<file path="config.mk">
export PLATFORM = sky130hd
export DESIGN_NAME = dtm_top
export DESIGN_NICKNAME = d
export VERILOG_FILES = /design/src/design/dtm_pkg.sv /design/src/design/dtm_in_if.sv /design/src/design/dtm_filter.sv /design/src/design/dtm_mode_decode.sv /design/src/design/dtm_top.sv
export SDC_FILE = /design/constraint.sdc
export NUM_CORES = 1
export LEC_CHECK = 0
export BUFFER_PORTS_ARGS = -buffer_cell sky130_fd_sc_hd__buf_2
export CORE_ASPECT_RATIO = 0.8
export CORE_UTILIZATION = 25
export DETAILED_ROUTE_END_ITERATION = 8
export REMOVE_ABC_BUFFERS = 1
export SKIP_CTS_REPAIR_TIMING = 1
export SLEW_MARGIN = 20
export SYNTH_ARGS = -nofsm -noshare
export SYNTH_HDL_FRONTEND = slang
export SYNTH_SLANG_ARGS = --single-unit
export TNS_END_PERCENT = 1
</file>
<file path="constraint.sdc">
create_clock -name core_clk_i -period 4.75 [get_ports core_clk_i]
set_input_delay 0 -clock core_clk_i [delete_from_list [all_inputs] [get_ports core_clk_i]]
set_output_delay 0 -clock core_clk_i [all_outputs]
set_load 0.005 [all_outputs]
</file>
<file path="src/design/dtm_pkg.sv">
// package of constants and types for the terminal mode decoder
package dtm_pkg;

  // =========================================================
  // input vector layout (index of each opto input)
  localparam int unsigned NUM_IN      = 9;
  localparam int unsigned IN_ENABLE   = 0;
  localparam int unsigned IN_FWD      = 1;
  localparam int unsigned IN_REV      = 2;
  localparam int unsigned IN_SEL_A    = 3;
  localparam int unsigned IN_SEL_B    = 4;
  localparam int unsigned IN_SEL_C    = 5;
  localparam int unsigned IN_SEL_D    = 6;
  localparam int unsigned IN_SEL_E    = 7;
  localparam int unsigned IN_EXT_TRIP = 8;

  // =========================================================
  // timing: debounce time and clock rate
  localparam int unsigned CLK_HZ         = 10_000_000;
  localparam int unsigned FILT_TIME_US   = 10;
  localparam int unsigned FILT_CYC       =
    (FILT_TIME_US * (CLK_HZ / 1_000_000) < 1) ? 1 :
    FILT_TIME_US * (CLK_HZ / 1_000_000);
  localparam int unsigned FILT_W         = 8;
  localparam logic [FILT_W-1:0] FILT_MAX = FILT_W'(FILT_CYC - 1);

  // =========================================================
  // terminal operating modes
  typedef enum logic [1:0] {
    DTM_MODE_PROCESS  = 2'h0,
    DTM_MODE_3SPD_2W  = 2'h1,
    DTM_MODE_3SPD_3W  = 2'h2,
    DTM_MODE_FANPUMP3 = 2'h3
  } dtm_mode_e;

  // speed reference source codes
  typedef enum logic [2:0] {
    DTM_SRC_CMD_PARAM = 3'h0,
    DTM_SRC_PRESET1   = 3'h1,
    DTM_SRC_PRESET2   = 3'h2,
    DTM_SRC_PRESET3   = 3'h3,
    DTM_SRC_KEYPAD    = 3'h4,
    DTM_SRC_ANALOG1   = 3'h5
  } dtm_src_e;

  // three-wire run latch states
  typedef enum logic [2:0] {
    DTM_RUN_IDLE = 3'h1,
    DTM_RUN_FWD  = 3'h2,
    DTM_RUN_REV  = 3'h4
  } dtm_run_e;

  // reset values
  localparam logic [NUM_IN-1:0] IN_RST = 9'h000;

endpackage

</file>
<file path="src/design/dtm_in_if.sv">
// interface carrying filtered opto inputs from the filter to the decoder
`timescale 1ns/1ps
interface dtm_in_if;
  logic [dtm_pkg::NUM_IN-1:0] level;
  logic [dtm_pkg::NUM_IN-1:0] rise;
  modport src (output level, output rise);
  modport dst (input  level, input  rise);
endinterface

</file>
<file path="src/design/dtm_filter.sv">
// two-flop synchroniser and debounce filter for the opto inputs
`timescale 1ns/1ps
module dtm_filter (
  input  wire logic                       core_clk_i,
  input  wire logic                       sys_rst_i,
  input  wire logic [dtm_pkg::NUM_IN-1:0] pin_i,
  dtm_in_if.src                           filt
);

  // =========================================================
  // synchroniser
  logic [dtm_pkg::NUM_IN-1:0] meta_q;
  logic [dtm_pkg::NUM_IN-1:0] sync_q;

  always_ff @(posedge core_clk_i or posedge sys_rst_i) begin
    if (sys_rst_i) begin
      meta_q <= dtm_pkg::IN_RST;
      sync_q <= dtm_pkg::IN_RST;
    end else begin
      meta_q <= pin_i;
      sync_q <= meta_q;
    end
  end

  // =========================================================
  // debounce: level changes only after a stable run of samples
  logic [dtm_pkg::NUM_IN-1:0] lvl_q;
  logic [dtm_pkg::NUM_IN-1:0] rise_q;
  logic [dtm_pkg::FILT_W-1:0] cnt_q [dtm_pkg::NUM_IN];

  always_ff @(posedge core_clk_i or posedge sys_rst_i) begin
    if (sys_rst_i) begin
      lvl_q  <= dtm_pkg::IN_RST;
      rise_q <= dtm_pkg::IN_RST;
      for (int i = 0; i < dtm_pkg::NUM_IN; i++) begin
        cnt_q[i] <= '0;
      end
    end else begin
      for (int i = 0; i < dtm_pkg::NUM_IN; i++) begin
        rise_q[i] <= 1'b0;
        if (sync_q[i] == lvl_q[i]) begin
          cnt_q[i] <= '0;
        end else if (cnt_q[i] == dtm_pkg::FILT_MAX) begin
          cnt_q[i]  <= '0;
          lvl_q[i]  <= sync_q[i];
          rise_q[i] <= sync_q[i];
        end else begin
          cnt_q[i] <= cnt_q[i] + 1'b1;
        end
      end
    end
  end

  assign filt.level = lvl_q;
  assign filt.rise  = rise_q;

endmodule

</file>
<file path="src/design/dtm_mode_decode.sv">
// pure decode of preset selections into a speed source code
`timescale 1ns/1ps
module dtm_mode_decode (
  input  wire logic              fire_closed_i,
  input  wire logic              freeze_closed_i,
  input  wire logic              spd_src_closed_i,
  input  wire logic              psel1_closed_i,
  input  wire logic              psel2_closed_i,
  output dtm_pkg::dtm_src_e      fanpump_src_o,
  output dtm_pkg::dtm_src_e      preset_src_o
);

  // fan-pump three-wire speed select
  always_comb begin
    if (!fire_closed_i) begin
      fanpump_src_o = dtm_pkg::DTM_SRC_PRESET1;
    end else if (!freeze_closed_i) begin
      fanpump_src_o = dtm_pkg::DTM_SRC_PRESET2;
    end else if (!spd_src_closed_i) begin
      fanpump_src_o = dtm_pkg::DTM_SRC_KEYPAD;
    end else begin
      fanpump_src_o = dtm_pkg::DTM_SRC_CMD_PARAM;
    end
  end

  // three-speed analog preset select
  always_comb begin
    case ({psel2_closed_i, psel1_closed_i})
      2'h1:    preset_src_o = dtm_pkg::DTM_SRC_PRESET1;
      2'h2:    preset_src_o = dtm_pkg::DTM_SRC_PRESET2;
      2'h3:    preset_src_o = dtm_pkg::DTM_SRC_PRESET3;
      default: preset_src_o = dtm_pkg::DTM_SRC_CMD_PARAM;
    endcase
  end

endmodule

</file>
<file path="src/design/dtm_top.sv">
// terminal input command decoder for the drive
// =========================================================
`timescale 1ns/1ps
module dtm_top (
  input  wire logic                       core_clk_i,
  input  wire logic                       sys_rst_i,
  input  wire logic [dtm_pkg::NUM_IN-1:0] opto_closed_i,
  input  wire logic [1:0]                 term_mode_i,
  input  wire logic                       open_vector_i,
  input  wire logic                       ext_trip_en_i,
  input  wire logic                       cmd_src_is_ai1_i,
  input  wire logic                       unipolar_cmd_i,
  input  wire logic                       fault_active_i,
  output logic                            drive_enable_o,
  output logic                            coast_o,
  output logic                            run_fwd_o,
  output logic                            run_rev_o,
  output logic                            decel_stop_o,
  output logic                            zero_current_stop_o,
  output logic                            table2_o,
  output logic                            ramp_group2_o,
  output logic                            torque_mode_o,
  output logic                            pid_enable_o,
  output logic                            pid_int_clear_o,
  output logic                            jog_enable_o,
  output logic                            fault_reset_o,
  output logic                            ext_trip_fault_o,
  output logic                            terminal_ctrl_o,
  output logic                            source_change_o,
  output logic [2:0]                      speed_src_o
);

  // =========================================================
  // input filtering
  dtm_in_if filt ();

  dtm_filter u_filter (
    .core_clk_i (core_clk_i),
    .sys_rst_i  (sys_rst_i),
    .pin_i      (opto_closed_i),
    .filt       (filt)
  );

  logic en_c;
  logic fwd_c;
  logic rev_c;
  logic sa_c;
  logic sb_c;
  logic sc_c;
  logic sd_c;
  logic se_c;
  logic trip_c;
  dtm_pkg::dtm_mode_e mode_c;

  assign en_c   = filt.level[dtm_pkg::IN_ENABLE];
  assign fwd_c  = filt.level[dtm_pkg::IN_FWD];
  assign rev_c  = filt.level[dtm_pkg::IN_REV];
  assign sa_c   = filt.level[dtm_pkg::IN_SEL_A];
  assign sb_c   = filt.level[dtm_pkg::IN_SEL_B];
  assign sc_c   = filt.level[dtm_pkg::IN_SEL_C];
  assign sd_c   = filt.level[dtm_pkg::IN_SEL_D];
  assign se_c   = filt.level[dtm_pkg::IN_SEL_E];
  assign trip_c = filt.level[dtm_pkg::IN_EXT_TRIP];
  assign mode_c = dtm_pkg::dtm_mode_e'(term_mode_i);

  logic is_proc_c;
  logic is_2w_c;
  logic is_3w_c;
  logic is_3spd_c;
  assign is_proc_c = (mode_c == dtm_pkg::DTM_MODE_PROCESS);
  assign is_2w_c   = (mode_c == dtm_pkg::DTM_MODE_3SPD_2W);
  assign is_3w_c   = (mode_c == dtm_pkg::DTM_MODE_3SPD_3W) ||
                     (mode_c == dtm_pkg::DTM_MODE_FANPUMP3);
  assign is_3spd_c = is_2w_c || (mode_c == dtm_pkg::DTM_MODE_3SPD_3W);

  // =========================================================
  // speed source decode
  dtm_pkg::dtm_src_e fp_src_c;
  dtm_pkg::dtm_src_e pre_src_c;

  dtm_mode_decode u_decode (
    .fire_closed_i    (sd_c),
    .freeze_closed_i  (se_c),
    .spd_src_closed_i (sc_c),
    .psel1_closed_i   (sd_c),
    .psel2_closed_i   (se_c),
    .fanpump_src_o    (fp_src_c),
    .preset_src_o     (pre_src_c)
  );

  function automatic dtm_pkg::dtm_src_e pick_src(
    input dtm_pkg::dtm_mode_e m,
    input logic               ana_sel,
    input logic               spd_sel,
    input logic               ai1_param,
    input dtm_pkg::dtm_src_e  fp,
    input dtm_pkg::dtm_src_e  pre
  );
    dtm_pkg::dtm_src_e s;
    s = dtm_pkg::DTM_SRC_CMD_PARAM;
    if (m == dtm_pkg::DTM_MODE_FANPUMP3) begin
      s = fp;
    end else if (m == dtm_pkg::DTM_MODE_PROCESS) begin
      s = dtm_pkg::DTM_SRC_CMD_PARAM;
    end else if (!spd_sel) begin
      s = dtm_pkg::DTM_SRC_KEYPAD;
    end else if (pre != dtm_pkg::DTM_SRC_CMD_PARAM) begin
      s = pre;
    end else if (m == dtm_pkg::DTM_MODE_3SPD_2W &&
                 (ana_sel || ai1_param)) begin
      s = dtm_pkg::DTM_SRC_ANALOG1;
    end else begin
      s = dtm_pkg::DTM_SRC_CMD_PARAM;
    end
    return s;
  endfunction

  // =========================================================
  // fault reset and external trip
  logic both_c;
  logic trip_fault_c;
  assign both_c       = fwd_c && rev_c;
  assign trip_fault_c = ext_trip_en_i && !trip_c;

  logic fault_c;
  assign fault_c = fault_active_i || trip_fault_c;

  logic rst_cmd_c;
  always_comb begin
    rst_cmd_c = 1'b0;
    if (is_proc_c) begin
      rst_cmd_c = se_c;
    end else if (is_3spd_c || mode_c == dtm_pkg::DTM_MODE_FANPUMP3) begin
      rst_cmd_c = both_c && (sb_c || mode_c ==
                             dtm_pkg::DTM_MODE_FANPUMP3);
    end
  end

  // =========================================================
  // three-wire run latch
  dtm_pkg::dtm_run_e run_q;
  logic              stop_open_c;
  assign stop_open_c = !sa_c;

  always_ff @(posedge core_clk_i or posedge sys_rst_i) begin
    if (sys_rst_i) begin
      run_q <= dtm_pkg::DTM_RUN_IDLE;
    end else if (!is_3w_c || !en_c || fault_c) begin
      run_q <= dtm_pkg::DTM_RUN_IDLE;
    end else if (stop_open_c) begin
      run_q <= dtm_pkg::DTM_RUN_IDLE;
    end else begin
      case (run_q)
        dtm_pkg::DTM_RUN_IDLE: begin
          if (filt.rise[dtm_pkg::IN_FWD] && !rev_c) begin
            run_q <= dtm_pkg::DTM_RUN_FWD;
          end else if (filt.rise[dtm_pkg::IN_REV] && !fwd_c) begin
            run_q <= dtm_pkg::DTM_RUN_REV;
          end
        end
        dtm_pkg::DTM_RUN_FWD: begin
          if (filt.rise[dtm_pkg::IN_REV] && !fwd_c) begin
            run_q <= dtm_pkg::DTM_RUN_REV;
          end
        end
        dtm_pkg::DTM_RUN_REV: begin
          if (filt.rise[dtm_pkg::IN_FWD] && !rev_c) begin
            run_q <= dtm_pkg::DTM_RUN_FWD;
          end
        end
        default: run_q <= dtm_pkg::DTM_RUN_IDLE;
      endcase
    end
  end

  // =========================================================
  // run request decode
  logic want_fwd_c;
  logic want_rev_c;
  always_comb begin
    want_fwd_c = 1'b0;
    want_rev_c = 1'b0;
    if (is_proc_c) begin
      want_fwd_c = fwd_c;
      want_rev_c = rev_c && !fwd_c;
    end else if (is_2w_c) begin
      want_fwd_c = fwd_c && !rev_c;
      want_rev_c = rev_c && !fwd_c;
    end else if (is_3w_c) begin
      want_fwd_c = (run_q == dtm_pkg::DTM_RUN_FWD);
      want_rev_c = (run_q == dtm_pkg::DTM_RUN_REV);
    end
  end

  // =========================================================
  // registered command outputs
  logic term_q;
  logic kp_run_fwd_q;
  logic kp_run_rev_q;
  logic [2:0] src_q;
  logic run_f_q;
  logic run_r_q;
  logic prime_q;

  // keypad source: hold last direction across switchover
  logic term_ctrl_c;
  assign term_ctrl_c = is_proc_c || sb_c;

  always_ff @(posedge core_clk_i or posedge sys_rst_i) begin
    if (sys_rst_i) begin
      kp_run_fwd_q <= 1'b0;
      kp_run_rev_q <= 1'b0;
    end else if (!en_c || fault_c) begin
      kp_run_fwd_q <= 1'b0;
      kp_run_rev_q <= 1'b0;
    end else if (term_ctrl_c) begin
      kp_run_fwd_q <= want_fwd_c;
      kp_run_rev_q <= want_rev_c;
    end
  end

  logic run_f_d;
  logic run_r_d;
  always_comb begin
    run_f_d = term_ctrl_c ? want_fwd_c : kp_run_fwd_q;
    run_r_d = term_ctrl_c ? want_rev_c : kp_run_rev_q;
    if (!en_c || trip_fault_c) begin
      run_f_d = 1'b0;
      run_r_d = 1'b0;
    end
  end

  always_ff @(posedge core_clk_i or posedge sys_rst_i) begin
    if (sys_rst_i) begin
      run_f_q <= 1'b0;
      run_r_q <= 1'b0;
      term_q  <= 1'b0;
      prime_q <= 1'b0;
      src_q   <= dtm_pkg::DTM_SRC_CMD_PARAM;
    end else begin
      run_f_q <= run_f_d;
      run_r_q <= run_r_d;
      term_q  <= term_ctrl_c;
      prime_q <= 1'b1;
      src_q   <= pick_src(mode_c, sa_c, sc_c, cmd_src_is_ai1_i,
                          fp_src_c, pre_src_c);
    end
  end

  always_ff @(posedge core_clk_i or posedge sys_rst_i) begin
    if (sys_rst_i) begin
      drive_enable_o      <= 1'b0;
      coast_o             <= 1'b1;
      decel_stop_o        <= 1'b0;
      zero_current_stop_o <= 1'b0;
      table2_o            <= 1'b0;
      ramp_group2_o       <= 1'b0;
      torque_mode_o       <= 1'b0;
      pid_enable_o        <= 1'b0;
      pid_int_clear_o     <= 1'b1;
      jog_enable_o        <= 1'b0;
      fault_reset_o       <= 1'b0;
      ext_trip_fault_o    <= 1'b0;
    end else begin
      drive_enable_o   <= en_c;
      coast_o          <= !en_c;
      decel_stop_o     <= en_c && !run_f_d && !run_r_d;
      zero_current_stop_o <= en_c && !run_f_d && !run_r_d &&
                             is_proc_c && open_vector_i && sb_c;
      table2_o         <= is_proc_c && sa_c;
      ramp_group2_o    <= is_proc_c && !open_vector_i && sb_c;
      torque_mode_o    <= is_proc_c && open_vector_i && sb_c;
      pid_enable_o     <= is_proc_c && sc_c;
      pid_int_clear_o  <= !(is_proc_c && sc_c);
      jog_enable_o     <= is_proc_c && sd_c && (fwd_c || rev_c);
      fault_reset_o    <= rst_cmd_c;
      ext_trip_fault_o <= trip_fault_c;
    end
  end

  assign run_fwd_o       = run_f_q;
  assign run_rev_o       = run_r_q;
  assign terminal_ctrl_o = term_q;
  assign speed_src_o     = src_q;
  // no change flag until term_q has taken its first real value
  assign source_change_o = prime_q && (term_q != term_ctrl_c);

  // =========================================================
  // assertions
  AST_COAST_ON_DISABLE: assert property (@(posedge core_clk_i)
    disable iff (sys_rst_i) !en_c |=> coast_o && !run_fwd_o && !run_rev_o)
    else $error("run while enable open");
  AST_NO_BOTH_RUN: assert property (@(posedge core_clk_i)
    disable iff (sys_rst_i) !(run_fwd_o && run_rev_o))
    else $error("both directions active");
  AST_TRIP: assert property (@(posedge core_clk_i)
    disable iff (sys_rst_i) trip_fault_c |=> ext_trip_fault_o)
    else $error("trip not raised");
  AST_NO_TRIP_OFF: assert property (@(posedge core_clk_i)
    disable iff (sys_rst_i) !ext_trip_en_i |=> !ext_trip_fault_o)
    else $error("trip raised while disabled");
  AST_LATCH_HOLD: assert property (@(posedge core_clk_i)
    disable iff (sys_rst_i)
    run_q == dtm_pkg::DTM_RUN_FWD && en_c && sa_c && !fault_c &&
    is_3w_c && !filt.rise[dtm_pkg::IN_REV]
    |=> run_q == dtm_pkg::DTM_RUN_FWD)
    else $error("three-wire run dropped");
  AST_STOP_CLEARS: assert property (@(posedge core_clk_i)
    disable iff (sys_rst_i) is_3w_c && !sa_c
    |=> run_q == dtm_pkg::DTM_RUN_IDLE)
    else $error("stop did not cancel run");
  AST_FAULT_CLEARS: assert property (@(posedge core_clk_i)
    disable iff (sys_rst_i) fault_c |=> run_q == dtm_pkg::DTM_RUN_IDLE)
    else $error("fault did not clear latch");
  AST_PID: assert property (@(posedge core_clk_i)
    disable iff (sys_rst_i) pid_enable_o |-> !pid_int_clear_o)
    else $error("pid and clear together");
  AST_RESET_2W: assert property (@(posedge core_clk_i)
    disable iff (sys_rst_i) is_2w_c && both_c && sb_c |=> fault_reset_o)
    else $error("both closed gave no reset");
  AST_UNI_BOTH_STOP: assert property (@(posedge core_clk_i)
    disable iff (sys_rst_i) is_2w_c && unipolar_cmd_i && both_c && sb_c
    |=> !run_fwd_o && !run_rev_o)
    else $error("unipolar ran with both closed");

  COV_3W_RUN: cover property (@(posedge core_clk_i)
    run_q == dtm_pkg::DTM_RUN_FWD);
  COV_PROC_JOG: cover property (@(posedge core_clk_i) jog_enable_o);
  COV_SWITCH: cover property (@(posedge core_clk_i)
    source_change_o && run_fwd_o);

endmodule

</file>
Word level (Yosys, flattened, before mapping)
Cells that the tools add are included.
{ "word_totals": {"n_memories": 0, "latch_bits": 0, "register_bits": 126, "ram_bits": 0, "output_inout_bits": 19, "romBits": 0, "in_bits": 18} }
{ "op_classes": {"reduce_logical": 54, "multipliers": 0, "n_shift": 0, "n_lt_le_gt_ge": 0, "muxes": 53, "add_sub_neg": 9, "n_eq_ne": 29, "div": 0, "bitwise_logic": 9} }
{ "ops": {"columns": ["operator", "count"], "rows": [
  ["two-way mux 8 bit", 18],
  ["adder 8 x 1 -> 8 bit (second input constant)", 9],
  ["equality test 8 x 7 -> 1 bit (second input constant)", 9],
  ["two-way mux 3 bit", 13],
  ["logical AND 1 bit", 22],
  ["two-way mux 1 bit", 20],
  ["AND reduction 2 bit", 9],
  ["logical OR 1 bit", 12],
  ["equality test 1 bit", 9],
  ["zero test 1 bit", 9],
  ["NOT 1 bit", 9],
  ["case mux 3 bit (3 select lines)", 1],
  ["equality test 2 bit (second input constant)", 4],
  ["case mux 2 bit (3 select lines)", 1],
  ["equality test 2 x 1 -> 1 bit (second input constant)", 2],
  ["inequality test 4 bit (second input constant)", 1],
  ["equality test 3 x 1 -> 1 bit (second input constant)", 1],
  ["equality test 3 x 2 -> 1 bit (second input constant)", 1],
  ["equality test 3 bit (second input constant)", 1],
  ["nonzero test 3 bit", 1],
  ["zero test 2 bit", 1],
  ["inequality test 1 bit", 1]
]} }

Logic depth before layout (Yosys ltp)
Gate-level depths: netlist of the first run.
{ "depth": {"word_depth": 13, "ltp_mapped": 6, "depth_no_buf": 6} }

Modules after synthesis
From an unflattened synthesis of the first run, not the netlist that was laid out.
{ "unflattened": {"cells_unflattened": 504, "hier_area_um2": 5632.9} }
{ "modules_own_cells": {"columns": ["mod", "instances", "cells_each", "area_each_um2", "seq_area_each_um2"], "rows": [
  ["dtm_filter", 1, 399, 4539.4, 2702.6],
  ["dtm_top", 1, 98, 1056.0, 604.3],
  ["dtm_mode_decode", 1, 7, 37.5, 0.0]
]} }

Worst setup path after synthesis of the first run
OpenSTA, ideal clock, no wires.
{ "synth_timing": {"path_type": "flip-flop to flip-flop", "startpoint": "reg u_filter.cnt_q[24] (netlist bit)", "endpoint": "reg u_filter.cnt_q[26] (netlist bit)", "period_less_slack_ns": 1.541, "t_required_ns": 4.598, "t_arrival_ns": 1.389, "path_stages_with_launch": 5, "setup_time_ns": 0.152, "setup_slack_ns": 3.209, "path_cell_list": "dfrtp_1 ha_1 nand4b_1 o41ai_1 nor2_1"} }
{ "synth_between": {"elab_chain_len": 3} }
{ "synth_lines": {"columns": ["element", "line", "source"], "rows": [
  ["start, declared", "dtm_filter.sv:29", "logic [dtm_pkg::FILT_W-1:0] cnt_q [dtm_pkg::NUM_IN];"],
  ["start signal, assigned by index", "dtm_filter.sv:48", "cnt_q[i] <= cnt_q[i] + 1'b1;"],
  ["adder 8 x 1 -> 8 bit / equality test 8 x 7 -> 1 bit (equally long branches)", "dtm_filter.sv:48, dtm_filter.sv:43", null],
  ["two-way mux 8 bit *", "dtm_filter.sv:43", "end else if (cnt_q[i] == dtm_pkg::FILT_MAX) begin"],
  ["two-way mux 8 bit *", "dtm_filter.sv:41", "if (sync_q[i] == lvl_q[i]) begin"]
]} }
Mark *: on every way between the ends. The rest lies on a longest branch, timed or not.
A chain may end at the register's enable or synchronous reset.

Worst setup path in the final report of the first run
{ "layout_timing": {"startpoint": "reg u_filter.cnt_q[24] (netlist bit)", "endpoint": "reg u_filter.cnt_q[31] (netlist bit)"} }
The elaborated chain is that of the path after synthesis.

==> flow_summary.ini, run 1 <==
[status]
status = finished, final reports clean

[timing]
worstMarginPinSlew_ns = 0.985
worst_hold_slack_ns = 0.0828
fmax_mhz = 539
grt_setup_unrepaired = false
finalHoldViolCount = 0
tns_ns = 0
final_max_slew_viol_count = 0
finalCritPeriodShare_pct = 39.0
finalSetupViolations = 0
relSlewSlack_pct = 33.5
fin_crit_ns = 1.85
finClkSkew_ns = 0.00914

[cts]
cts.path.max_buffers = 2
clockRootBuffer = clkbuf_16
cts_sinks = 125
clk_pin_slew_ns = 0.06
h-tree-depth = 4
cts_buffers = 17
cts_tree = built
clock_latency_ns = 0.41

[cells_and_area]
area_growth_pct = 23.1
fillers = 2016
fin_cells = 801
multi_input_area_sq_um = 1980
drive_gt1_share_pct = 16.6
diodes = 0
register_area_sq_um = 3130
fin_nets = 551

[logic_synthesis]
yosysTopAreaCell = dfrtp_1
yosysWarningCount = 0
async_flop_share_pct = 100
synth_area_sq_um = 5190
syn_area_per_cell_sq_um = 11.2
synth_edf_count = 0
syn_inst = 463
synth_area_leaders = dfrtp_1 (59%), nor2_1 (6.3%), xor2_1 (5.9%)
yosys-top-cells-count = dfrtp_1 (122), nor2_1 (87), nand3_1 (38)
yosysSeqAreaShare_pct = 60.3
netlist.area_leader.share_pct = 58.8
yosysMostFrequentCell = dfrtp_1
synthDistinctLibCells = 44
ys_ff_latch = 125
ys.flop_type = dfrtp_1

[power]
p_switching_mw = 0.589
pwr_density_cell_nw_per_um2 = 391
power_switching_share_pct = 23.5
p_leak_nw = 2.85
seq_power_share_pct = 44.7
p_clk_share_pct = 51.3
internal_power_mw = 1.91
pwr-share-comb_pct = 4.0
ir_drop_mv = 0.246

[routing]
antenna_left = 0
drc_errors = 0
wl_per_cell_um = 11.4
drt_iter0_markers = 196
drt_first_pass_iters = 5
drt_wl_total_mm = 9.15
route.vias.total = 3278
vias_per_cell = 4.09

[place]
port_buffers = 35
dp_cells = 754
dp_hpwl_mm = 6.04
place.gp.congestion = 0.760

[die]
initial_core_util_pct = 25.9
fp.dieH_um = 131
die_area_sq_um = 21400
pin_count = 37
coreArea_sq_um = 20100
rows = 46
fp.dieW_um = 163

[setup_path]
r2r-start = u_filter.cnt_q[24]$_DFF_PP0_
reg2regPathDepth = 4
path_class = flip-flop to flip-flop
required_ns = 5.01
cp_max_fo = 6
cp_data_arrival_time_ns = 2.12
startpoint_type = flip-flop
r2r_end = u_filter.cnt_q[31]$_DFF_PP0_
r2r_slack_ns = 2.90
crit_path_end_kind = flip-flop

[min_path]
whs_path_depth = 5
min_to = speed_src_o[2]$_DFF_PP0_
min_path_type = primary input to flip-flop
hold_start = cmd_src_is_ai1_i

[run]
cap_violations = 0

[global_route]
grt_max_degree = 76
first_global_vias = 3043
grt_pass1_wl_mm = 15.1
globalRouteOverflowTotal = 0
antenna_found_initial = 0
grt_usage_pct = 9.16
-- how the worst max path moves through the flow --
stage | start | to | slack, ns | cells after the start
final | u_filter.cnt_q[24]$_DFF_PP0_ | u_filter.cnt_q[31]$_DFF_PP0_ | 2.90 | 4
after floorplan | sys_rst_i | decel_stop_o$_DFF_PP0_ | 1.43 | 1
after CTS | u_filter.cnt_q[24]$_DFF_PP0_ | u_filter.cnt_q[31]$_DFF_PP0_ | 2.90 | 4
after detailed placement | u_filter.cnt_q[24]$_DFF_PP0_ | u_filter.cnt_q[28]$_DFF_PP0_ | 2.93 | 4
after global placement | u_filter.cnt_q[24]$_DFF_PP0_ | u_filter.cnt_q[31]$_DFF_PP0_ | 2.86 | 4
after global routing | u_filter.cnt_q[24]$_DFF_PP0_ | u_filter.cnt_q[31]$_DFF_PP0_ | 2.65 | 4
-- power groups by stage --
stage               Combinational (mW)  Sequential (mW)  Clock (mW)
CTS                             0.0934             1.12        1.32
global route                     0.116             1.12        1.37
finish                          0.0996             1.12        1.28
floorplan                       0.0616             1.13           0
global placement                0.0927             1.14           0
detailed placement              0.0927             1.14           0
-- kinds of logic (layout without fill, tap and decap cells) --
family / Yosys count / after routing / share of synthesized area, %
AOI/OAI and AO/OA: 23 / 23 / 2.89
and+or+nand+nor: 217 / 217 / 20.5
DFF: 125 / 125 / 60.3
buffers and inverters: 16 / 90 / 1.54
xor gates and xnor gates: 64 / 64 / 10.8
other: 1 / 1 / 0.0722
muxes: 8 / 8 / 1.73
adders and majority gates: 9 / 9 / 2.17
-- cell type report --
cell class                 count  share of cell area, %
timing repair buffer          51                   5.20
sequential                   125                   49.0
inverter                       7                  0.450
tap                          264                   5.17
clock inverter                15                   2.54
clock buffer                  17                   6.65
multi-input combinational    322                   31.0
-- per-stage QoR --
stage	instance area (sq um)	power (mW)	setup WS, ns	util, %
after floorplan	5140	1.19	1.43	-
after detailed placement	5660	1.23	2.93	28.2
after CTS	6240	2.53	2.90	31.1
final	6390	2.50	2.90	31.8
after global placement	5660	1.23	2.86	28.2
after global routing	6390	2.60	2.65	31.8
-- routing by layer --
| layer | track usage, % | wire, um | up-vias | share of wire [%] |
|---|---|---|---|---|
| met2 | 12.7 | 3890 | 45 | 43 |
| met5 | 0 | 0 | - | 0 |
| met3 | 3.31 | 347 | 8 | 3.8 |
| li1 | - | - | 1656 | - |
| met4 | 3.02 | 81 | 0 | 0.89 |
| met1 | 13.1 | 4830 | 1569 | 53 |
-- critical path, stage by stage (launching register included) --
cell      delay [ns]
dfrtp_1         0.39
ha_1            0.24
nand4b_1        0.14
o41ai_1         0.82
nor2_1          0.12
-- flip-flops by register name, indices dropped and copies added, names as in the netlist, 2 cells and up --
signal / cells
u_filter.sync_q: 9
u_filter.filt.level: 9
u_filter.filt.rise: 2
u_filter.meta_q: 9
u_filter.cnt_q: 72
speed_src_o: 3
run_q: 3
-- cell usage in the layout (no fill, tap or decap), drive strengths merged, types with 6 or more instances in the layout --
cell type    instances
dfrtp              122
nor2                88
nand3               38
buf                 36
xor2                35
nand2               35
xnor2               29
clkbuf              17
dlygate4sd3         15
nor3                12
inv                 11
nand2b              10
o21ai                9
ha                   9
mux2                 8
a21oi                6
clkinv               6
No activity file was read; power rests on OpenSTA's default activity.
==> run 2, diff against run 1 <==
--- a/config.mk
+++ b/config.mk
@@ -5,6 +5,7 @@
 export SDC_FILE = /design/constraint.sdc
 export NUM_CORES = 1
 export LEC_CHECK = 0
+export ABC_AREA = 1
 export BUFFER_PORTS_ARGS = -buffer_cell sky130_fd_sc_hd__buf_2
 export CORE_ASPECT_RATIO = 0.8
 export CORE_UTILIZATION = 25
==> constraint.sdc (replaced) <==
create_clock -name core_clk_i -period 1.6 [get_ports core_clk_i]
set_input_delay 0 -clock core_clk_i [delete_from_list [all_inputs] [get_ports core_clk_i]]
set_output_delay 0 -clock core_clk_i [all_outputs]
set_load 0.005 [all_outputs]
==> run 2 against run 1 <==
  * Global-route usage up 1.5 points
  * First-iteration DRC count up 38%
  * Clock power rose to 3.0 times the previous value
  * Die area up 5.7%
  * Design area up 6.4%
  * Power rose to 3.0 times the previous value
  * Non-clock buffer count up 3
  * Highest routed layer unchanged
==> flow_summary.ini, run 2 <==
[timing]
grt_setup_unrepaired = false
fmax_mhz = 704
finalHoldViolCount = 0
worst_hold_slack_ns = 0.00937
finalSetupViolations = 0
final_max_slew_viol_count = 0
fin_crit_ns = 1.42
tns_ns = 0
finClkSkew_ns = 0.00772
finalCritPeriodShare_pct = 88.8

[power]
pwr_density_cell_nw_per_um2 = 1110
power_mw = 7.54
p_leak_nw = 3.15
ir_drop_mv = 0.549

[setup_path]
path_delay_family = flip-flops
slowest_delay_ns = 0.42
cp_cell_sequence = inv_2 -> nand2_4 -> o21ai_0 -> a21oi_1 -> buf_2
cp_data_arrival_time_ns = 1.42
crit_path_end_kind = primary output
cp_max_fo = 5
path_class = flip-flop to primary output
worst-path-buf-inv = 2
required_ns = 1.60
slowest_stage = dfrtp_1
startpoint_type = flip-flop

[logic_synthesis]
synth_area_leaders = dfrtp_1 (56%), nor2_1 (7.5%), nand2_1 (6.6%)
yosysTopAreaCell = dfrtp_1
ys.flop_type = dfrtp_1
synthDistinctLibCells = 25
async_flop_share_pct = 100
syn_area_per_cell_sq_um = 9.05
syn_inst = 607
synth_edf_count = 0
yosys-top-cells-count = dfrtp_1 (122), nor2_1 (110), nand2_1 (96)
synth_area_sq_um = 5500
netlist.area_leader.share_pct = 55.6
yosysSeqAreaShare_pct = 57.0
yosysMostFrequentCell = dfrtp_1
ys_ff_latch = 125
yosysWarningCount = 0

[global_route]
grt_max_degree = 41
grt_usage_pct = 10.6
grt_pass1_wl_mm = 18.8
globalRouteOverflowTotal = 0
first_global_vias = 3897
antenna_found_initial = 0

[routing]
drt_first_pass_iters = 7
drc_errors = 0
antenna_left = 0
drt_wl_total_mm = 10.7
drt_iter0_markers = 270
wl_per_cell_um = 11.1
route.vias.total = 4003
vias_per_cell = 4.14

[cells_and_area]
layout_commonest_cell = dfrtp_1
fillers = 2203
diodes = 0
area_growth_pct = 23.8
largest_reg_flops = 72
fin_nets = 706
register_area_sq_um = 3130
multi_input_area_sq_um = 2000
most-common-layout-cells = dfrtp_1 (122), nor2_1 (110), nand2_1 (96), inv_1 (87), buf_2 (35)
drive_gt1_share_pct = 17.2
top_register = u_filter.cnt_q

[cts]
cts.path.max_buffers = 2
cts_tree = built
cts_buffers = 17
cts_sinks = 125
clock_latency_ns = 0.41
h-tree-depth = 4
clockRootBuffer = clkbuf_16
clk_pin_slew_ns = 0.05

[run]
cap_violations = 0

[min_path]
min_path_type = primary input to flip-flop

[place]
port_buffers = 35
place.gp.congestion = 0.806
dp_hpwl_mm = 7.73

[die]
fp.dieH_um = 135
fp.dieW_um = 168
die_area_sq_um = 22600
rows = 48
coreArea_sq_um = 21600
pin_count = 37
initial_core_util_pct = 25.5

[status]
status = finished, final reports clean
## run 2: cell count changes in the layout (fill, tap and decap cells not counted), moves of 21 or more
cell / delta
nor2_1: +23
nand2_1: +61
inv_1: +81
nand3_2: +21
xor2_1: -28
## run 2: area by class of cell
class / instances / area share, %
well taps: 275 / 5.06
flip-flops and latches: 125 / 46.0
multi-input cells: 386 / 29.3
clock buffers: 21 / 6.77
clock inverters: 10 / 2.04
repair buffers: 54 / 5.52
inverters: 95 / 5.28
## run 2: tightest hold or removal path, cell delays in order
cell	delay, ns
buf_2	0.10
inv_2	0.05
nand2_4	0.16
nor3_1	0.07
## run 2: final timing paths
kind                                                    startpoint                            to  slack, ns  cells past startpoint
worst max-delay path            u_filter.filt.level[4]$_DFFE_PP0P_               source_change_o       0.18                      5
worst min-delay path                                term_mode_i[0]       ramp_group2_o$_DFF_PP0_      0.009                      4
worst max register to register        u_filter.cnt_q[32]$_DFF_PP0_  u_filter.cnt_q[37]$_DFF_PP0_       0.27                      6
worst min register to register        u_filter.meta_q[4]$_DFF_PP0_  u_filter.sync_q[4]$_DFF_PP0_       0.34                      0
max in group asynchronous                                sys_rst_i          run_q[0]$_DFFE_PP1P_       0.82                      4
min in group asynchronous                                sys_rst_i        pid_enable_o$_DFF_PP0_       0.14                      3
## run 2: cell families after synthesis
kind of cell / count (synthesis) / share of synthesized area, %
other cells: 1 / 0.0682
xor+xnor: 18 / 2.87
compound gates: 66 / 6.53
fa+ha+maj: 9 / 2.05
flops: 125 / 57.0
simple gates: 292 / 24.8
buf+inv: 96 / 6.69
## run 2: routing by layer
metal / vias up / share of wire [%] / GRT usage (%) / routed length (um)
met1: 1860 / 52 / 14.9 / 5590
met2: 66 / 43 / 15.3 / 4610
met3: 7 / 3.9 / 3.72 / 418
met5: - / 0 / 0 / 0
li1: 2070 / - / - / -
met4: 0 / 0.80 / 3.31 / 86
## run 2: power by group
| group | internal [mW] | total [mW] | leakage [nW] | switching, mW |
|---|---|---|---|---|
| Clock | 2.52 | 3.88 | 0.293 | 1.36 |
| Combinational | 0.133 | 0.336 | 1.19 | 0.203 |
| Sequential | 3.25 | 3.32 | 1.66 | 0.0711 |
| Total | 5.90 | 7.54 | 3.15 | 1.63 |
## run 2: through the flow
step,worst slack [ns],util [%],instance area (sq um),instances
2_1_floorplan,-1.72,-,5480,606
5_1_grt,0.0429,31.6,6810,966
3_5_place_dp,0.263,28.2,6080,922
4_1_cts,0.150,31.0,6680,953
6_report,0.179,31.6,6810,966
3_3_place_gp,0.284,28.2,6080,922
==> run 3, diff against run 2 <==
--- a/config.mk
+++ b/config.mk
@@ -8,6 +8,7 @@
 export ABC_AREA = 1
 export BUFFER_PORTS_ARGS = -buffer_cell sky130_fd_sc_hd__buf_2
 export CORE_ASPECT_RATIO = 0.8
+export CORE_MARGIN = 5
 export CORE_UTILIZATION = 25
 export DETAILED_ROUTE_END_ITERATION = 8
 export REMOVE_ABC_BUFFERS = 1
==> run 3 against run 2 <==
  * Power down 4.2%
  * Largest power group unchanged
  * Die area up 11%
  * Utilization down 0.31 points
  * Critical path depth did not move
  * Sequential power about the same
  * Clock-buffer cell count grew 5
  * Worst hold slack better by 0.0038 ns
  * Global-route usage fell by 1.6 points
  * Worst setup slack better by 0.030 ns
  * Via count fell by 0.32%
==> flow_summary.ini, run 3 (synthesis gave the netlist of run 2 again) <==
[cells_and_area]
largest_reg_flops = 72
drive_gt1_share_pct = 16.8
fillers = 2249
fin_nets = 706
multi_input_area_sq_um = 2000
fin_cells = 967
diodes = 0
top_register = u_filter.cnt_q
area_growth_pct = 23.0
most-common-layout-cells = dfrtp_1 (122), nor2_1 (110), nand2_1 (96), inv_1 (87), buf_2 (35)
register_area_sq_um = 3130
layout_commonest_cell = dfrtp_1

[cts]
clock_latency_ns = 0.40
h-tree-depth = 4
cts_buffers = 17
cts_sinks = 125
cts.path.max_buffers = 2
clk_pin_slew_ns = 0.05
cts_tree = built
clockRootBuffer = clkbuf_16

[routing]
antenna_left = 0
drc_errors = 0
drt_wl_total_mm = 10.7
drt_first_pass_iters = 4
wl_per_cell_um = 11.1
drt_iter0_markers = 319
vias_per_cell = 4.13
route.vias.total = 3990

[setup_path]
cp_max_fo = 5
r2r-start = u_filter.cnt_q[8]$_DFF_PP0_
cp_data_arrival_time_ns = 1.39
cp_cell_sequence = inv_2 -> nand2_4 -> o21ai_0 -> a21oi_1 -> buf_2
cp-startpoint = u_filter.filt.level[4]$_DFFE_PP0P_
slowest_delay_ns = 0.42
crit_path_end_kind = primary output
startpoint_type = flip-flop
path_class = flip-flop to primary output
worst-path-buf-inv = 2
path_delay_family = flip-flops
required_ns = 1.60
slowest_stage = dfrtp_1

[timing]
fin_crit_ns = 1.39
final_max_slew_viol_count = 0
fmax_mhz = 719
finalHoldViolCount = 0
finalSetupViolations = 0
tns_ns = 0
finClkSkew_ns = 0.0122
finalCritPeriodShare_pct = 86.9
grt_setup_unrepaired = false

[min_path]
min_path_type = primary input to flip-flop
hold_start = term_mode_i[0]

[power]
ir_drop_mv = 0.550
pwr_density_cell_nw_per_um2 = 1070
p_leak_nw = 3.11
power_mw = 7.22

[die]
fp.dieH_um = 143
pin_count = 37
fp.dieW_um = 176
rows = 48
die_area_sq_um = 25100
coreArea_sq_um = 21600
initial_core_util_pct = 25.4

[global_route]
antenna_found_initial = 0
first_global_vias = 3757
grt_usage_pct = 9.09
grt_max_degree = 39
globalRouteOverflowTotal = 0
grt_pass1_wl_mm = 18.3

[place]
dp_cells = 922
place.gp.congestion = 0.812
dp_hpwl_mm = 7.84
port_buffers = 35

[run]
cap_violations = 0

[status]
status = finished, final reports clean
run 3: worst reg2reg max path, stage by stage (launching register included):
cell and delay [ns]:
dfrtp_1 0.38, ha_1 0.24, nand2_1 0.07, nor2_1 0.09
nand4_1 0.16, nand2_1 0.21, nor2_1 0.07
run 3: final timing paths:
check                                               end  cells after the start  slack (ns)
max in group asynchronous             coast_o$_DFF_PP1_                      4        0.79
min in group asynchronous   u_filter.cnt_q[5]$_DFF_PP0_                      3        0.18
hold / removal                   jog_enable_o$_DFF_PP0_                      4        0.01
setup reg to reg           u_filter.cnt_q[13]$_DFF_PP0_                      6        0.27
hold reg to reg            u_filter.sync_q[7]$_DFF_PP0_                      0        0.34
setup / recovery                        source_change_o                      5        0.21
run 3: power by group:
group	leakage, nW	internal (mW)	switching (mW)	total (mW)
Clock	0.261	2.26	1.31	3.57
Sequential	1.66	3.25	0.0729	3.32
Combinational	1.19	0.132	0.200	0.333
run 3: layout make-up:
type / count / share of cell area [%]
clock buffers: 26 / 7.24
clock inverters: 6 / 0.926
inverters: 95 / 5.31
multi-input cells: 386 / 29.5
flip-flops and latches: 125 / 46.3
well taps: 275 / 5.09
repair buffers: 54 / 5.55
run 3: stage by stage:
step                instance area, sq um  setup WS [ns]  util, %  hold WS [ns]
floorplan                           5480          -1.72        -        0.0314
global placement                    6080          0.273     28.1        0.0572
detailed placement                  6080          0.259     28.1        0.0630
CTS                                 6630          0.181     30.7        -0.371
global route                        6760         0.0733     31.3        0.0195
finish                              6760          0.209     31.3        0.0132
run 3: routing by layer:
layer	wire (um)	global-route usage [%]
met1	5640	13.0
met2	4590	13.5
met3	351	2.26
met4	113	3.20
met5	0	0
